## config.mk

```make
export PLATFORM = sky130hd
export DESIGN_NAME = ssp_serial_cfg
export DESIGN_NICKNAME = d
export VERILOG_FILES = /design/src/core/ssp_reg_decode.v /design/src/core/ssp_serial_cfg.v
export VERILOG_INCLUDE_DIRS = /design/src /design/src/core
export SDC_FILE = /design/constraint.sdc
export NUM_CORES = 1
export LEC_CHECK = 0
export ABC_AREA = 1
export BUFFER_PORTS_ARGS = -buffer_cell sky130_fd_sc_hd__buf_2
export CORE_MARGIN = 5
export CORE_UTILIZATION = 55
export CTS_BUF_LIST = sky130_fd_sc_hd__clkbuf_4 sky130_fd_sc_hd__clkbuf_8 sky130_fd_sc_hd__clkbuf_16
export DETAILED_ROUTE_END_ITERATION = 12
export HOLD_SLACK_MARGIN = 0.15
export PLACE_DENSITY = 0.81
export SLEW_MARGIN = 0
export SYNTH_ARGS = -nofsm -noshare
export SYNTH_HDL_FRONTEND = slang
export SYNTH_HIERARCHICAL = 1
export SYNTH_SLANG_ARGS = --single-unit
```

## constraint.sdc

```tcl
create_clock -name SYS_CLK_I -period 9.2 [get_ports SYS_CLK_I]
set_clock_uncertainty 0.05 [all_clocks]
set_input_delay 1.38 -clock SYS_CLK_I [delete_from_list [all_inputs] [get_ports SYS_CLK_I]]
set_output_delay 1.38 -clock SYS_CLK_I [all_outputs]
set_load 0.005 [all_outputs]
```

## src/core/ssp_regs.vh

```
`ifndef SSP_REGS_VH
`define SSP_REGS_VH

// format field layout
`define SSP_FMT_W 4
`define SSP_FMT_FRAME_LSB 0
`define SSP_FMT_FRAME_MSB 1
`define SSP_FMT_REGMODE_BIT 2
`define SSP_FMT_DATA7_BIT 3

// framing codes held in format bits 1:0
`define SSP_FRAME_2STOP_NOPAR 2'h0
`define SSP_FRAME_1STOP_NOPAR 2'h1
`define SSP_FRAME_1STOP_EVEN 2'h2
`define SSP_FRAME_1STOP_ODD 2'h3

// reset values
`define SSP_FMT_RST 4'h0
`define SSP_BAUD_RST 4'h6
`define SSP_ADDR_RST 8'h01

// legal ranges
`define SSP_BAUD_MAX 4'h9
`define SSP_ADDR_MIN 8'h01
`define SSP_ADDR_MAX 8'hf7
`define SSP_ADDR_BCAST 8'h00

// register numbering schemes
`define SSP_STD_MULT 17'h00064
`define SSP_STD_MENU_MAX 8'ha2
`define SSP_STD_PARAM_MAX 8'h63
`define SSP_MOD_MENU_MAX 8'h3f
`define SSP_MOD_PARAM_MAX 8'hff

// local write selector codes
`define SSP_SEL_FORMAT 2'h0
`define SSP_SEL_BAUD 2'h1
`define SSP_SEL_ADDR 2'h2

// configuration parameters reachable over the link
`define SSP_CFG_MENU 8'h0b
`define SSP_PAR_ADDR 8'h17
`define SSP_PAR_FORMAT 8'h18
`define SSP_PAR_BAUD 8'h19

`endif

```

## src/core/ssp_reg_decode.v

```verilog
`timescale 1ns/10ps
`include "ssp_regs.vh"

module ssp_reg_decode (
    input wire modified_i,
    input wire [15:0] reg_addr_i,
    output reg [7:0] menu_number_o,
    output reg [7:0] param_o,
    output reg valid_o
);

    reg [16:0] addr_p1;
    reg [16:0] quot;
    reg [16:0] rem;

    always @* begin
        addr_p1 = {1'b0, reg_addr_i} + 17'h00001;
        quot = 17'h00000;
        rem = 17'h00000;
        menu_number_o = 8'h00;
        param_o = 8'h00;
        valid_o = 1'b0;
        if (modified_i) begin
            // menu*256 + param - 1
            menu_number_o = addr_p1[15:8];
            param_o = addr_p1[7:0];
            valid_o = (addr_p1[16] == 1'b0) && (addr_p1[15:8] <= `SSP_MOD_MENU_MAX);
        end else begin
            // menu*100 + param - 1, menus above 162 cannot be named
            quot = addr_p1 / `SSP_STD_MULT;
            rem = addr_p1 % `SSP_STD_MULT;
            menu_number_o = quot[7:0];
            param_o = rem[7:0];
            valid_o = (quot <= {9'h000, `SSP_STD_MENU_MAX}) &&
                (rem <= {9'h000, `SSP_STD_PARAM_MAX});
        end
    end

endmodule

```

## src/core/ssp_serial_cfg.v

```verilog
// Function
// - the port only answers requests as a slave; it never starts a transfer.
// - format bits 1:0 pick stop bits and parity: 2N, 1N, 1E, 1O.
// - format bit 3 selects seven data bits; here it always reads zero.
// - format bit 2 picks standard or modified register numbering.
// - standard address is menu*100+param-1, menu up to 162, param up to 99.
// - modified address is menu*256+param-1, menu up to 63, param up to 255.
// - params above 99 in menus above 63 stay unreachable in both schemes.
// - new format or baud takes effect only on a comms reset action.
// - reply to a link format change goes out in the old framing.
// - reply to a link baud change uses old rate; master then waits 20 ms.
// - own address stays within 1 to 247; address 0 is broadcast.
// - rtu framing is eight data bits; seven-bit framing is not offered.
// - format writable from keypad, option module or the link itself.
`timescale 1ns/10ps
`include "ssp_regs.vh"

module ssp_serial_cfg (
    input wire SYS_CLK_I,
    input wire RST_I,
    input wire KP_WE_I,
    input wire [1:0] KP_SEL_I,
    input wire [7:0] KP_WDATA_I,
    input wire OPT_WE_I,
    input wire [1:0] OPT_SEL_I,
    input wire [7:0] OPT_WDATA_I,
    input wire COMMS_RESET_I,
    input wire REQ_VALID_I,
    input wire [7:0] REQ_SLAVE_I,
    input wire [15:0] REQ_REG_ADDR_I,
    input wire REQ_WRITE_I,
    input wire [15:0] REQ_WDATA_I,
    output reg [3:0] CFG_FORMAT_O,
    output reg [3:0] CFG_BAUD_O,
    output reg [7:0] CFG_ADDR_O,
    output reg ACT_STOP2_O,
    output reg ACT_PARITY_EN_O,
    output reg ACT_PARITY_ODD_O,
    output reg ACT_DATA7_O,
    output reg ACT_MODIFIED_O,
    output reg [3:0] ACT_BAUD_O,
    output reg REQ_ACCEPT_O,
    output reg REQ_BROADCAST_O,
    output reg REPLY_EN_O,
    output reg REQ_REG_OK_O,
    output reg [7:0] REQ_MENU_O,
    output reg [7:0] REQ_PARAM_O,
    output reg CFG_WRITE_REJ_O
);

    // framing fields out of a format code
    function [2:0] frame_bits;
        input [1:0] code;
        begin
            case (code)
                `SSP_FRAME_2STOP_NOPAR: frame_bits = 3'b100;
                `SSP_FRAME_1STOP_NOPAR: frame_bits = 3'b000;
                `SSP_FRAME_1STOP_EVEN: frame_bits = 3'b010;
                `SSP_FRAME_1STOP_ODD: frame_bits = 3'b011;
                default: frame_bits = 3'b100;
            endcase
        end
    endfunction

    // legality of a configuration write
    function write_ok;
        input [1:0] sel;
        input [7:0] data;
        begin
            case (sel)
                `SSP_SEL_FORMAT: write_ok = 1'b1;
                `SSP_SEL_BAUD: write_ok = (data <= {4'h0, `SSP_BAUD_MAX});
                `SSP_SEL_ADDR: write_ok = (data >= `SSP_ADDR_MIN) &&
                    (data <= `SSP_ADDR_MAX);
                default: write_ok = 1'b0;
            endcase
        end
    endfunction

    reg [3:0] fmt_q;
    reg [3:0] fmt_d;
    reg [3:0] baud_q;
    reg [3:0] baud_d;
    reg [7:0] addr_q;
    reg [7:0] addr_d;
    reg [3:0] act_fmt_q;
    reg [3:0] act_baud_q;
    reg rej_d;

    wire [7:0] dec_menu;
    wire [7:0] dec_param;
    wire dec_valid;

    // numbering follows the active scheme, not the pending one
    ssp_reg_decode u_dec (
        .modified_i(act_fmt_q[`SSP_FMT_REGMODE_BIT]),
        .reg_addr_i(REQ_REG_ADDR_I),
        .menu_number_o(dec_menu),
        .param_o(dec_param),
        .valid_o(dec_valid)
    );

    wire is_bcast = (REQ_SLAVE_I == `SSP_ADDR_BCAST);
    wire is_mine = (REQ_SLAVE_I == addr_q);
    wire hit = REQ_VALID_I && (is_bcast || is_mine);

    // link write onto one of the configuration parameters
    wire link_cfg = hit && REQ_WRITE_I && dec_valid && (dec_menu == `SSP_CFG_MENU);
    reg link_we;
    reg [1:0] link_sel;

    always @* begin
        link_we = 1'b0;
        link_sel = `SSP_SEL_FORMAT;
        if (link_cfg) begin
            case (dec_param)
                `SSP_PAR_FORMAT: begin
                    link_we = 1'b1;
                    link_sel = `SSP_SEL_FORMAT;
                end
                `SSP_PAR_BAUD: begin
                    link_we = 1'b1;
                    link_sel = `SSP_SEL_BAUD;
                end
                `SSP_PAR_ADDR: begin
                    link_we = 1'b1;
                    link_sel = `SSP_SEL_ADDR;
                end
                default: begin
                    link_we = 1'b0;
                    link_sel = `SSP_SEL_FORMAT;
                end
            endcase
        end
    end

    // keypad first, then option module, then link; one write per cycle
    reg any_we;
    reg [1:0] w_sel;
    reg [7:0] w_data;

    always @* begin
        any_we = 1'b0;
        w_sel = `SSP_SEL_FORMAT;
        w_data = 8'h00;
        if (KP_WE_I) begin
            any_we = 1'b1;
            w_sel = KP_SEL_I;
            w_data = KP_WDATA_I;
        end else if (OPT_WE_I) begin
            any_we = 1'b1;
            w_sel = OPT_SEL_I;
            w_data = OPT_WDATA_I;
        end else if (link_we) begin
            any_we = 1'b1;
            w_sel = link_sel;
            w_data = REQ_WDATA_I[7:0];
        end
    end

    always @* begin
        fmt_d = fmt_q;
        baud_d = baud_q;
        addr_d = addr_q;
        rej_d = 1'b0;
        if (any_we) begin
            if (!write_ok(w_sel, w_data)) begin
                rej_d = 1'b1;
            end else begin
                case (w_sel)
                    `SSP_SEL_FORMAT: begin
                        // seven-bit framing is never stored
                        fmt_d = {1'b0, w_data[2:0]};
                    end
                    `SSP_SEL_BAUD: baud_d = w_data[3:0];
                    `SSP_SEL_ADDR: addr_d = w_data;
                    default: fmt_d = fmt_q;
                endcase
            end
        end
    end

    always @(posedge SYS_CLK_I) begin
        if (RST_I) begin
            fmt_q <= `SSP_FMT_RST;
            baud_q <= `SSP_BAUD_RST;
            addr_q <= `SSP_ADDR_RST;
            act_fmt_q <= `SSP_FMT_RST;
            act_baud_q <= `SSP_BAUD_RST;
        end else begin
            fmt_q <= fmt_d;
            baud_q <= baud_d;
            addr_q <= addr_d;
            // live settings move only on the explicit reset action, so a reply
            // to the changing request still leaves in the old format and rate
            if (COMMS_RESET_I) begin
                act_fmt_q <= fmt_q;
                act_baud_q <= baud_q;
            end
        end
    end

    // outputs, all registered
    always @(posedge SYS_CLK_I) begin
        if (RST_I) begin
            CFG_FORMAT_O <= `SSP_FMT_RST;
            CFG_BAUD_O <= `SSP_BAUD_RST;
            CFG_ADDR_O <= `SSP_ADDR_RST;
            ACT_STOP2_O <= 1'b1;
            ACT_PARITY_EN_O <= 1'b0;
            ACT_PARITY_ODD_O <= 1'b0;
            ACT_DATA7_O <= 1'b0;
            ACT_MODIFIED_O <= 1'b0;
            ACT_BAUD_O <= `SSP_BAUD_RST;
            REQ_ACCEPT_O <= 1'b0;
            REQ_BROADCAST_O <= 1'b0;
            REPLY_EN_O <= 1'b0;
            REQ_REG_OK_O <= 1'b0;
            REQ_MENU_O <= 8'h00;
            REQ_PARAM_O <= 8'h00;
            CFG_WRITE_REJ_O <= 1'b0;
        end else begin
            CFG_FORMAT_O <= fmt_d;
            CFG_BAUD_O <= baud_d;
            CFG_ADDR_O <= addr_d;
            {ACT_STOP2_O, ACT_PARITY_EN_O, ACT_PARITY_ODD_O} <=
                frame_bits(act_fmt_q[`SSP_FMT_FRAME_MSB:`SSP_FMT_FRAME_LSB]);
            ACT_DATA7_O <= act_fmt_q[`SSP_FMT_DATA7_BIT];
            ACT_MODIFIED_O <= act_fmt_q[`SSP_FMT_REGMODE_BIT];
            ACT_BAUD_O <= act_baud_q;
            REQ_ACCEPT_O <= hit;
            REQ_BROADCAST_O <= hit && is_bcast;
            // a reply exists only as the answer to a unicast request
            REPLY_EN_O <= hit && is_mine && !is_bcast;
            REQ_REG_OK_O <= hit && dec_valid;
            REQ_MENU_O <= hit ? dec_menu : 8'h00;
            REQ_PARAM_O <= hit ? dec_param : 8'h00;
            CFG_WRITE_REJ_O <= rej_d;
        end
    end

endmodule

```

-- After elaboration in Yosys (flattened, before gate mapping)
Cells that the tools add are included.
- reductions and logical operators: 22
- equality and inequality tests: 10
- div/mod/pow operators: 2
- mux-type cells: 20
- magnitude comparators: 6
- bitwise operators: 3
- add/sub/neg operators: 1
- operator list (kind ; count):
    2-to-1 mux 8 bit ; 5
    == test 8 x 5 -> 1 bit, second input constant ; 3
    adder 16 x 1 -> 17 bit, second input constant ; 1
    divider 17 x 7 -> 17 bit, second input constant ; 1
    less-or-equal comparator 17 x 7 -> 1 bit, second input constant ; 1
    less-or-equal comparator 17 x 8 -> 1 bit, second input constant ; 1
    modulo 17 x 7 -> 17 bit, second input constant ; 1
    one-hot mux 3 bit (4 select lines) ; 1
    logical AND 1 bit ; 11
    AND reduction 3 bit ; 3
    == test 8 x 4 -> 1 bit, second input constant ; 1
    == test 8 bit ; 1
    >= comparator 8 x 1 -> 1 bit, second input constant ; 1
    less-or-equal comparator 8 x 4 -> 1 bit, second input constant ; 1
    less-or-equal comparator 8 x 6 -> 1 bit, second input constant ; 1
    less-or-equal comparator 8 bit, second input constant ; 1
    zero test 8 bit ; 1
    2-to-1 mux 1 bit ; 8
    2-to-1 mux 2 bit ; 4
    == test 2 bit, second input constant ; 3
    == test 2 x 1 -> 1 bit, second input constant ; 2
    zero test 2 bit ; 2
    one-hot mux 2 bit (2 select lines) ; 1
    OR reduction 2 bit ; 2
    other kinds (5) ; 7
- output and inout port bits: 46
- register bits after elaboration: 51

-- Longest topological paths before layout
- depth in word-level cells: 16
- depth in mapped cells: 76
- depth with buffers taken out: 75

-- Modules after synthesis
The synthesis kept the hierarchy.
- by module, submodules not included (module ; times used ; sequential area each (um^2) ; area each (um^2) ; cells an instance):
    ssp_serial_cfg ; 1 ; 1021.0 ; 2357.3 ; 332
    ssp_reg_decode ; 1 ; 0.0 ; 2343.5 ; 449

-- Worst setup path before layout
Ideal clock, no wire load.
- kind: input to register
- start: input port REQ_REG_ADDR_I[0]
- end: register CFG_ADDR_O[6]
- setup time: 0.113 ns
- arrival: 7.553 ns
- stages on the path: 67
- path buffers: 1
- slack: 1.484 ns
- cell sequence: ha_1 nand2_1 nor2_2 inv_1 nor2_1 nand4_1 inv_1 o21ai_1 nand2_2 nand3_2 nand2_2 nand2_4 nand2_1 nand4_2 nand2_4 nand2_4 nand2_2 nand2_2 (+31 left out) o21ai_1 nand2_1 o21ai_1 inv_1 nand2_1 nor2_1 o21ai_1 nor2_4 nand3_1 nand2_1 nand2_2 nor2_2 nand3_2 nand3_4 buf_6 nand2_1 nand2_1 nor2_1
- elaborated cells between the ends (all ways): 42
- those cells by class: 1 x add/sub; 2 x div; 6 x order compare; 6 x eq/ne; 18 x mux; 1 x bitwise; 8 x reduce/logical
- RTL lines (what ; RTL line ; text):
    from (decl) ; ssp_serial_cfg.v:30 ; input wire [15:0] REQ_REG_ADDR_I,
    adder 16 x 1 -> 17 bit * ; ssp_reg_decode.v:17 ; addr_p1 = {1'b0, reg_addr_i} + 17'h00001;
    modulo 17 x 7 -> 17 bit (no line) ; - ;
    2-to-1 mux 8 bit * ; ssp_reg_decode.v:23 ; if (modified_i) begin
    via dec_param[3] ; ssp_serial_cfg.v:91 ; wire [7:0] dec_param;
    == test 8 x 5 -> 1 bit ; ssp_serial_cfg.v:116 ; case (dec_param)
    OR reduction 3 bit (no line) ; - ;
    2-to-1 mux 1 bit ; ssp_serial_cfg.v:116 ;
    2-to-1 mux 1 bit ; ssp_serial_cfg.v:115 ; if (link_cfg) begin
    2-to-1 mux 8 bit ; ssp_serial_cfg.v:154 ; end else if (link_we) begin
    2-to-1 mux 8 bit ; ssp_serial_cfg.v:150 ; end else if (OPT_WE_I) begin
    2-to-1 mux 8 bit ; ssp_serial_cfg.v:146 ; if (KP_WE_I) begin
    >= comparator 8 x 1 -> 1 bit (no line) or less-or-equal comparator 8 bit (tied branches) ; - ;
    logical AND 1 bit ; ssp_serial_cfg.v:73 ; `SSP_SEL_ADDR: write_ok = (data >= `SSP_ADDR_MIN) &&
    one-hot mux 1 bit (3 select lines) ; ssp_serial_cfg.v:70 ; case (sel)
    2-to-1 mux 1 bit ; ssp_serial_cfg.v:166 ; if (any_we) begin
    AND reduction 3 bit (no line) ; - ;
    to (signal assigned) ; ssp_serial_cfg.v:208 ; CFG_ADDR_O <= `SSP_ADDR_RST;
    to (signal assigned) ; ssp_serial_cfg.v:225 ; CFG_ADDR_O <= addr_d;
    to (decl) ; ssp_serial_cfg.v:35 ; output reg [7:0] CFG_ADDR_O,
Mark *: on every way through the listed nets, which the timed path passes. The rest lies on a longest branch. The select of a mux whose other input is x is not followed.
A chain may end at the register's enable or synchronous reset.

-- Worst setup path after layout
- start: input port REQ_REG_ADDR_I[0]
- end: register CFG_BAUD_O[1]
- cells in the longest elaborated chain, start to end: 16
- elaborated cells between the ends (all ways): 42
- those cells by class: 1 x add/sub; 2 x div; 6 x order compare; 6 x eq/ne; 18 x mux; 1 x bitwise; 8 x reduce/logical
- ends and longest elaborated chain (what ; RTL line ; text):
    adder 16 x 1 -> 17 bit * ; ssp_reg_decode.v:17 ;
    divider 17 x 7 -> 17 bit (no line) or modulo 17 x 7 -> 17 bit (tied branches) ; - ;
    less-or-equal comparator 17 x 8 -> 1 bit or less-or-equal comparator 17 x 7 -> 1 bit (tied branches) ; ssp_reg_decode.v:34, ssp_reg_decode.v:35 ;
    logical AND 1 bit ; ssp_reg_decode.v:34 ; valid_o = (quot <= {9'h000, `SSP_STD_MENU_MAX}) &&
    2-to-1 mux 1 bit * ; ssp_reg_decode.v:23 ;
    via dec_valid ; ssp_serial_cfg.v:92 ; wire dec_valid;
    logical AND 1 bit * (2 in series) ; ssp_serial_cfg.v:108 ; wire link_cfg = hit && REQ_WRITE_I && dec_valid && (dec_menu == `SSP_CFG_MENU);
    2-to-1 mux 1 bit ; ssp_serial_cfg.v:115 ;
    2-to-1 mux 8 bit ; ssp_serial_cfg.v:154 ;
    2-to-1 mux 8 bit ; ssp_serial_cfg.v:150 ;
    2-to-1 mux 8 bit ; ssp_serial_cfg.v:146 ;
    >= comparator 8 x 1 -> 1 bit (no line) or less-or-equal comparator 8 bit (tied branches) ; - ;
    logical AND 1 bit ; ssp_serial_cfg.v:73 ;
    one-hot mux 1 bit (3 select lines) ; ssp_serial_cfg.v:70 ;
    2-to-1 mux 1 bit ; ssp_serial_cfg.v:166 ;
    AND reduction 3 bit (no line) ; - ;
    to (signal assigned) ; ssp_serial_cfg.v:207 ; CFG_BAUD_O <= `SSP_BAUD_RST;
    to (signal assigned) ; ssp_serial_cfg.v:224 ; CFG_BAUD_O <= baud_d;
    to (decl) ; ssp_serial_cfg.v:34 ; output reg [3:0] CFG_BAUD_O,
Marked as above.

==> flow_summary_export.csv <==
group,metric,value,unit
yosys,ys_ff_latch,51,
floorplan,die_h,102,um
yosys,syn_area_per_cell,6.02,um2
drt,drtIter0Drc,254,
clocking,cts_sinks,51,
hold_path,hold_class,"reg2reg",
power_and_ir_drop,ir_drop,358,uV
timing,slew_viol_final,0,
critical_path,startpoint_type,"input pin",
floorplan,start_util,56.9,%
place,hpwl,10400,um
layout,layout_common_cells,"202 x nand2_1, 119 x inv_1, 101 x buf_2",
global_route,grt.overflow.total,0,
clocking,cts_made_buffers,5,
place,io_buffers,102,
timing,max_freq,0.116,GHz
drt,vias_per_cell,5.23,
clocking,insertion_delay,0.30,ns
place,dpl_worst_slack,0.172,ns
yosys,synth.area.top_cells,"dfxtp_1 22%, nand2_1 17%, inv_1 9.5%",
yosys,synth_cells,781,
layout,area.growth.synth_to_final,19.4,%
drt,ant_nets,0,
floorplan,placement_rows,33,
layout,fin_cells,995,
timing,finalHoldViolCount,0,
layout,fin_nets,958,
critical_path,reg2reg_slack,6.21,ns
timing,finalSetupViolCount,0,
global_route,grt_max_degree,26,
layout,antenna_cells,0,
yosys,synth.distinct_cells,44,
floorplan,dieArea,10500,um2
clocking,cts-root-buf,"clkbuf_8",
layout,drive_gt1_share,28.5,%
outcome,status,"complete, no violations",
global_route,antenna_found_initial,0,
place,gp_congestion,0.917,
timing,finalWorstSetupSlack,0.613,ns
timing,min_period,8.59,ns
yosys,ys_warn_count,6,
clocking,htreeDepth,2,
power_and_ir_drop,power_density,442,nW/um2
drt,drt_first_pass_iters,4,
critical_path,crit_type,"in2reg",
global_route,gr-usage-all-layers,22.9,%
clocking,cts_hold_buf,0,
clocking,cts_tree,"yes",
clocking,clock_path_buffers,2,
critical_path,worstPathRequired,9.31,ns
floorplan,core-area,8260,um2
floorplan,pin_count,113,
yosys,synth_top_cell_by_area,"dfxtp_1",
yosys,syn_area,4700,um2
layout,fin_util,68.0,%
critical_path,arrival,8.70,ns
layout,layout_commonest_cell,"nand2_1",
drt,wl_per_cell,12.9,um
place,post-place-cells,978,
yosys,synth_top_area_share,21.7,%
global_route,grt_pass1_wl,19900,um
clocking,cts.clk_slew.worst_paths,0.10,ns
critical_path,crit_path_top_delay_cell,"nand3b_1",
drt,vias,5199,
critical_path,max_stage_delay,0.31,ns
power_and_ir_drop,leakage,0.00307,uW
floorplan,fp.dieW,102,um
critical_path,critPathMaxFanout,9,
timing,slew_headroom,55.1,%
drt,route.detailed.drc,0,
job,maxCapViolations,0,
drt,wirelength,12800,um
timing,tightest_slew,0.671,ns
global_route,grt_pass1_vias,4692,
timing,post-route-period-util,93.3,%
yosys,ys_seq_area_share,21.7,%
critical_path,worst_path_most_repeated_cell,"nand2_4",
critical_path,end_kind,"flop",
metrics by stage:
stage	setup TNS (ns)	hold slack [ns]	instance area [um2]	power, uW
3_3_place_gp	0	0.350	5290	2110
5_1_grt	-0.133	0.405	5610	2750
4_1_cts	0	0.384	5410	2350
3_5_place_dp	0	0.362	5290	2180
2_1_floorplan	0	0.338	4700	1850
6_report	0	0.380	5610	2480
timing repair:
item / 4_1_cts / 5_1_grt
setup endpoints to repair: 0 / 16
resized for setup: 0 / 33
buffers inserted: 0 / 7
where the power goes:
part | internal (uW) | switching (uW)
Combinational | 676 | 1410
Sequential | 229 | 5.42
Clock | 89.5 | 73.9
Total | 995 | 1490
worst max-delay path: cells and delay by family:
| family | cells | cell delay [ns] |
|---|---|---|
| simple gates | 55 | 6.19 |
| buf+inv | 4 | 0.49 |
| compound gates | 3 | 0.49 |
| fa+ha+maj | 1 | 0.16 |
final timing paths:
check,from,cells past startpoint,endpoint
worst max-delay path,REQ_REG_ADDR_I[0],63,CFG_BAUD_O[1]
worst min-delay path,act_baud_q[1],2,ACT_BAUD_O[1]
worst max register to register,act_fmt_q[2],13,CFG_BAUD_O[1]
worst min register to register,act_baud_q[1],2,ACT_BAUD_O[1]
state kept, by name, indices dropped and copies added, names as in the netlist, 3 cells and up:
name / cells
act_baud_q: 4
CFG_ADDR_O: 8
ACT_BAUD_O: 4
REQ_MENU_O: 8
REQ_PARAM_O: 8
act_fmt_q: 3
CFG_FORMAT_O: 3
CFG_BAUD_O: 4
cell families after synthesis:
family	count (synthesis)	share of synthesized area (%)
other	1	0.0798
buffers and inverters	142	11.8
adders and majority gates	2	0.532
DFF	51	21.7
AOI/OAI and AO/OA	83	10.1
xor gates and xnor gates	17	3.17
and+or+nand+nor	485	52.6
cell usage after synthesis, drive strengths merged:
| master | number |
|---|---|
| nand4 | 20 |
| o21bai | 2 |
| a21o | 1 |
| nand3 | 71 |
| nor3b | 1 |
| inv | 129 |
| buf | 7 |
| a22oi | 1 |
| nor2 | 103 |
| o2111ai | 2 |
| a21oi | 28 |
| clkinv | 1 |
| xnor2 | 8 |
| o21a | 1 |
| nand3b | 6 |
| clkbuf | 5 |
| xor2 | 9 |
| ha | 2 |
| dfxtp | 51 |
| o211ai | 3 |
| nand2 | 265 |
| conb | 1 |
| or2 | 9 |
| nor3 | 10 |
| o21ai | 45 |
layout make-up:
cell class	instances	area, um2
multi-input cells	591	3280
fillers	786	2650
flip-flops and latches	51	1020
repair buffers	110	573
inverters	130	488
well taps	105	131
clock buffers	6	82.6
clock inverters	2	38.8
layer usage:
layer	GRT usage, %	vias up	share of wire (%)
met5	0	-	0
met4	5.85	0	1.3
met3	2.53	15	6.5
met2	42.7	146	49
met1	27.7	2382	43
li1	-	2656	-
No activity file was read; power rests on OpenSTA's default activity.
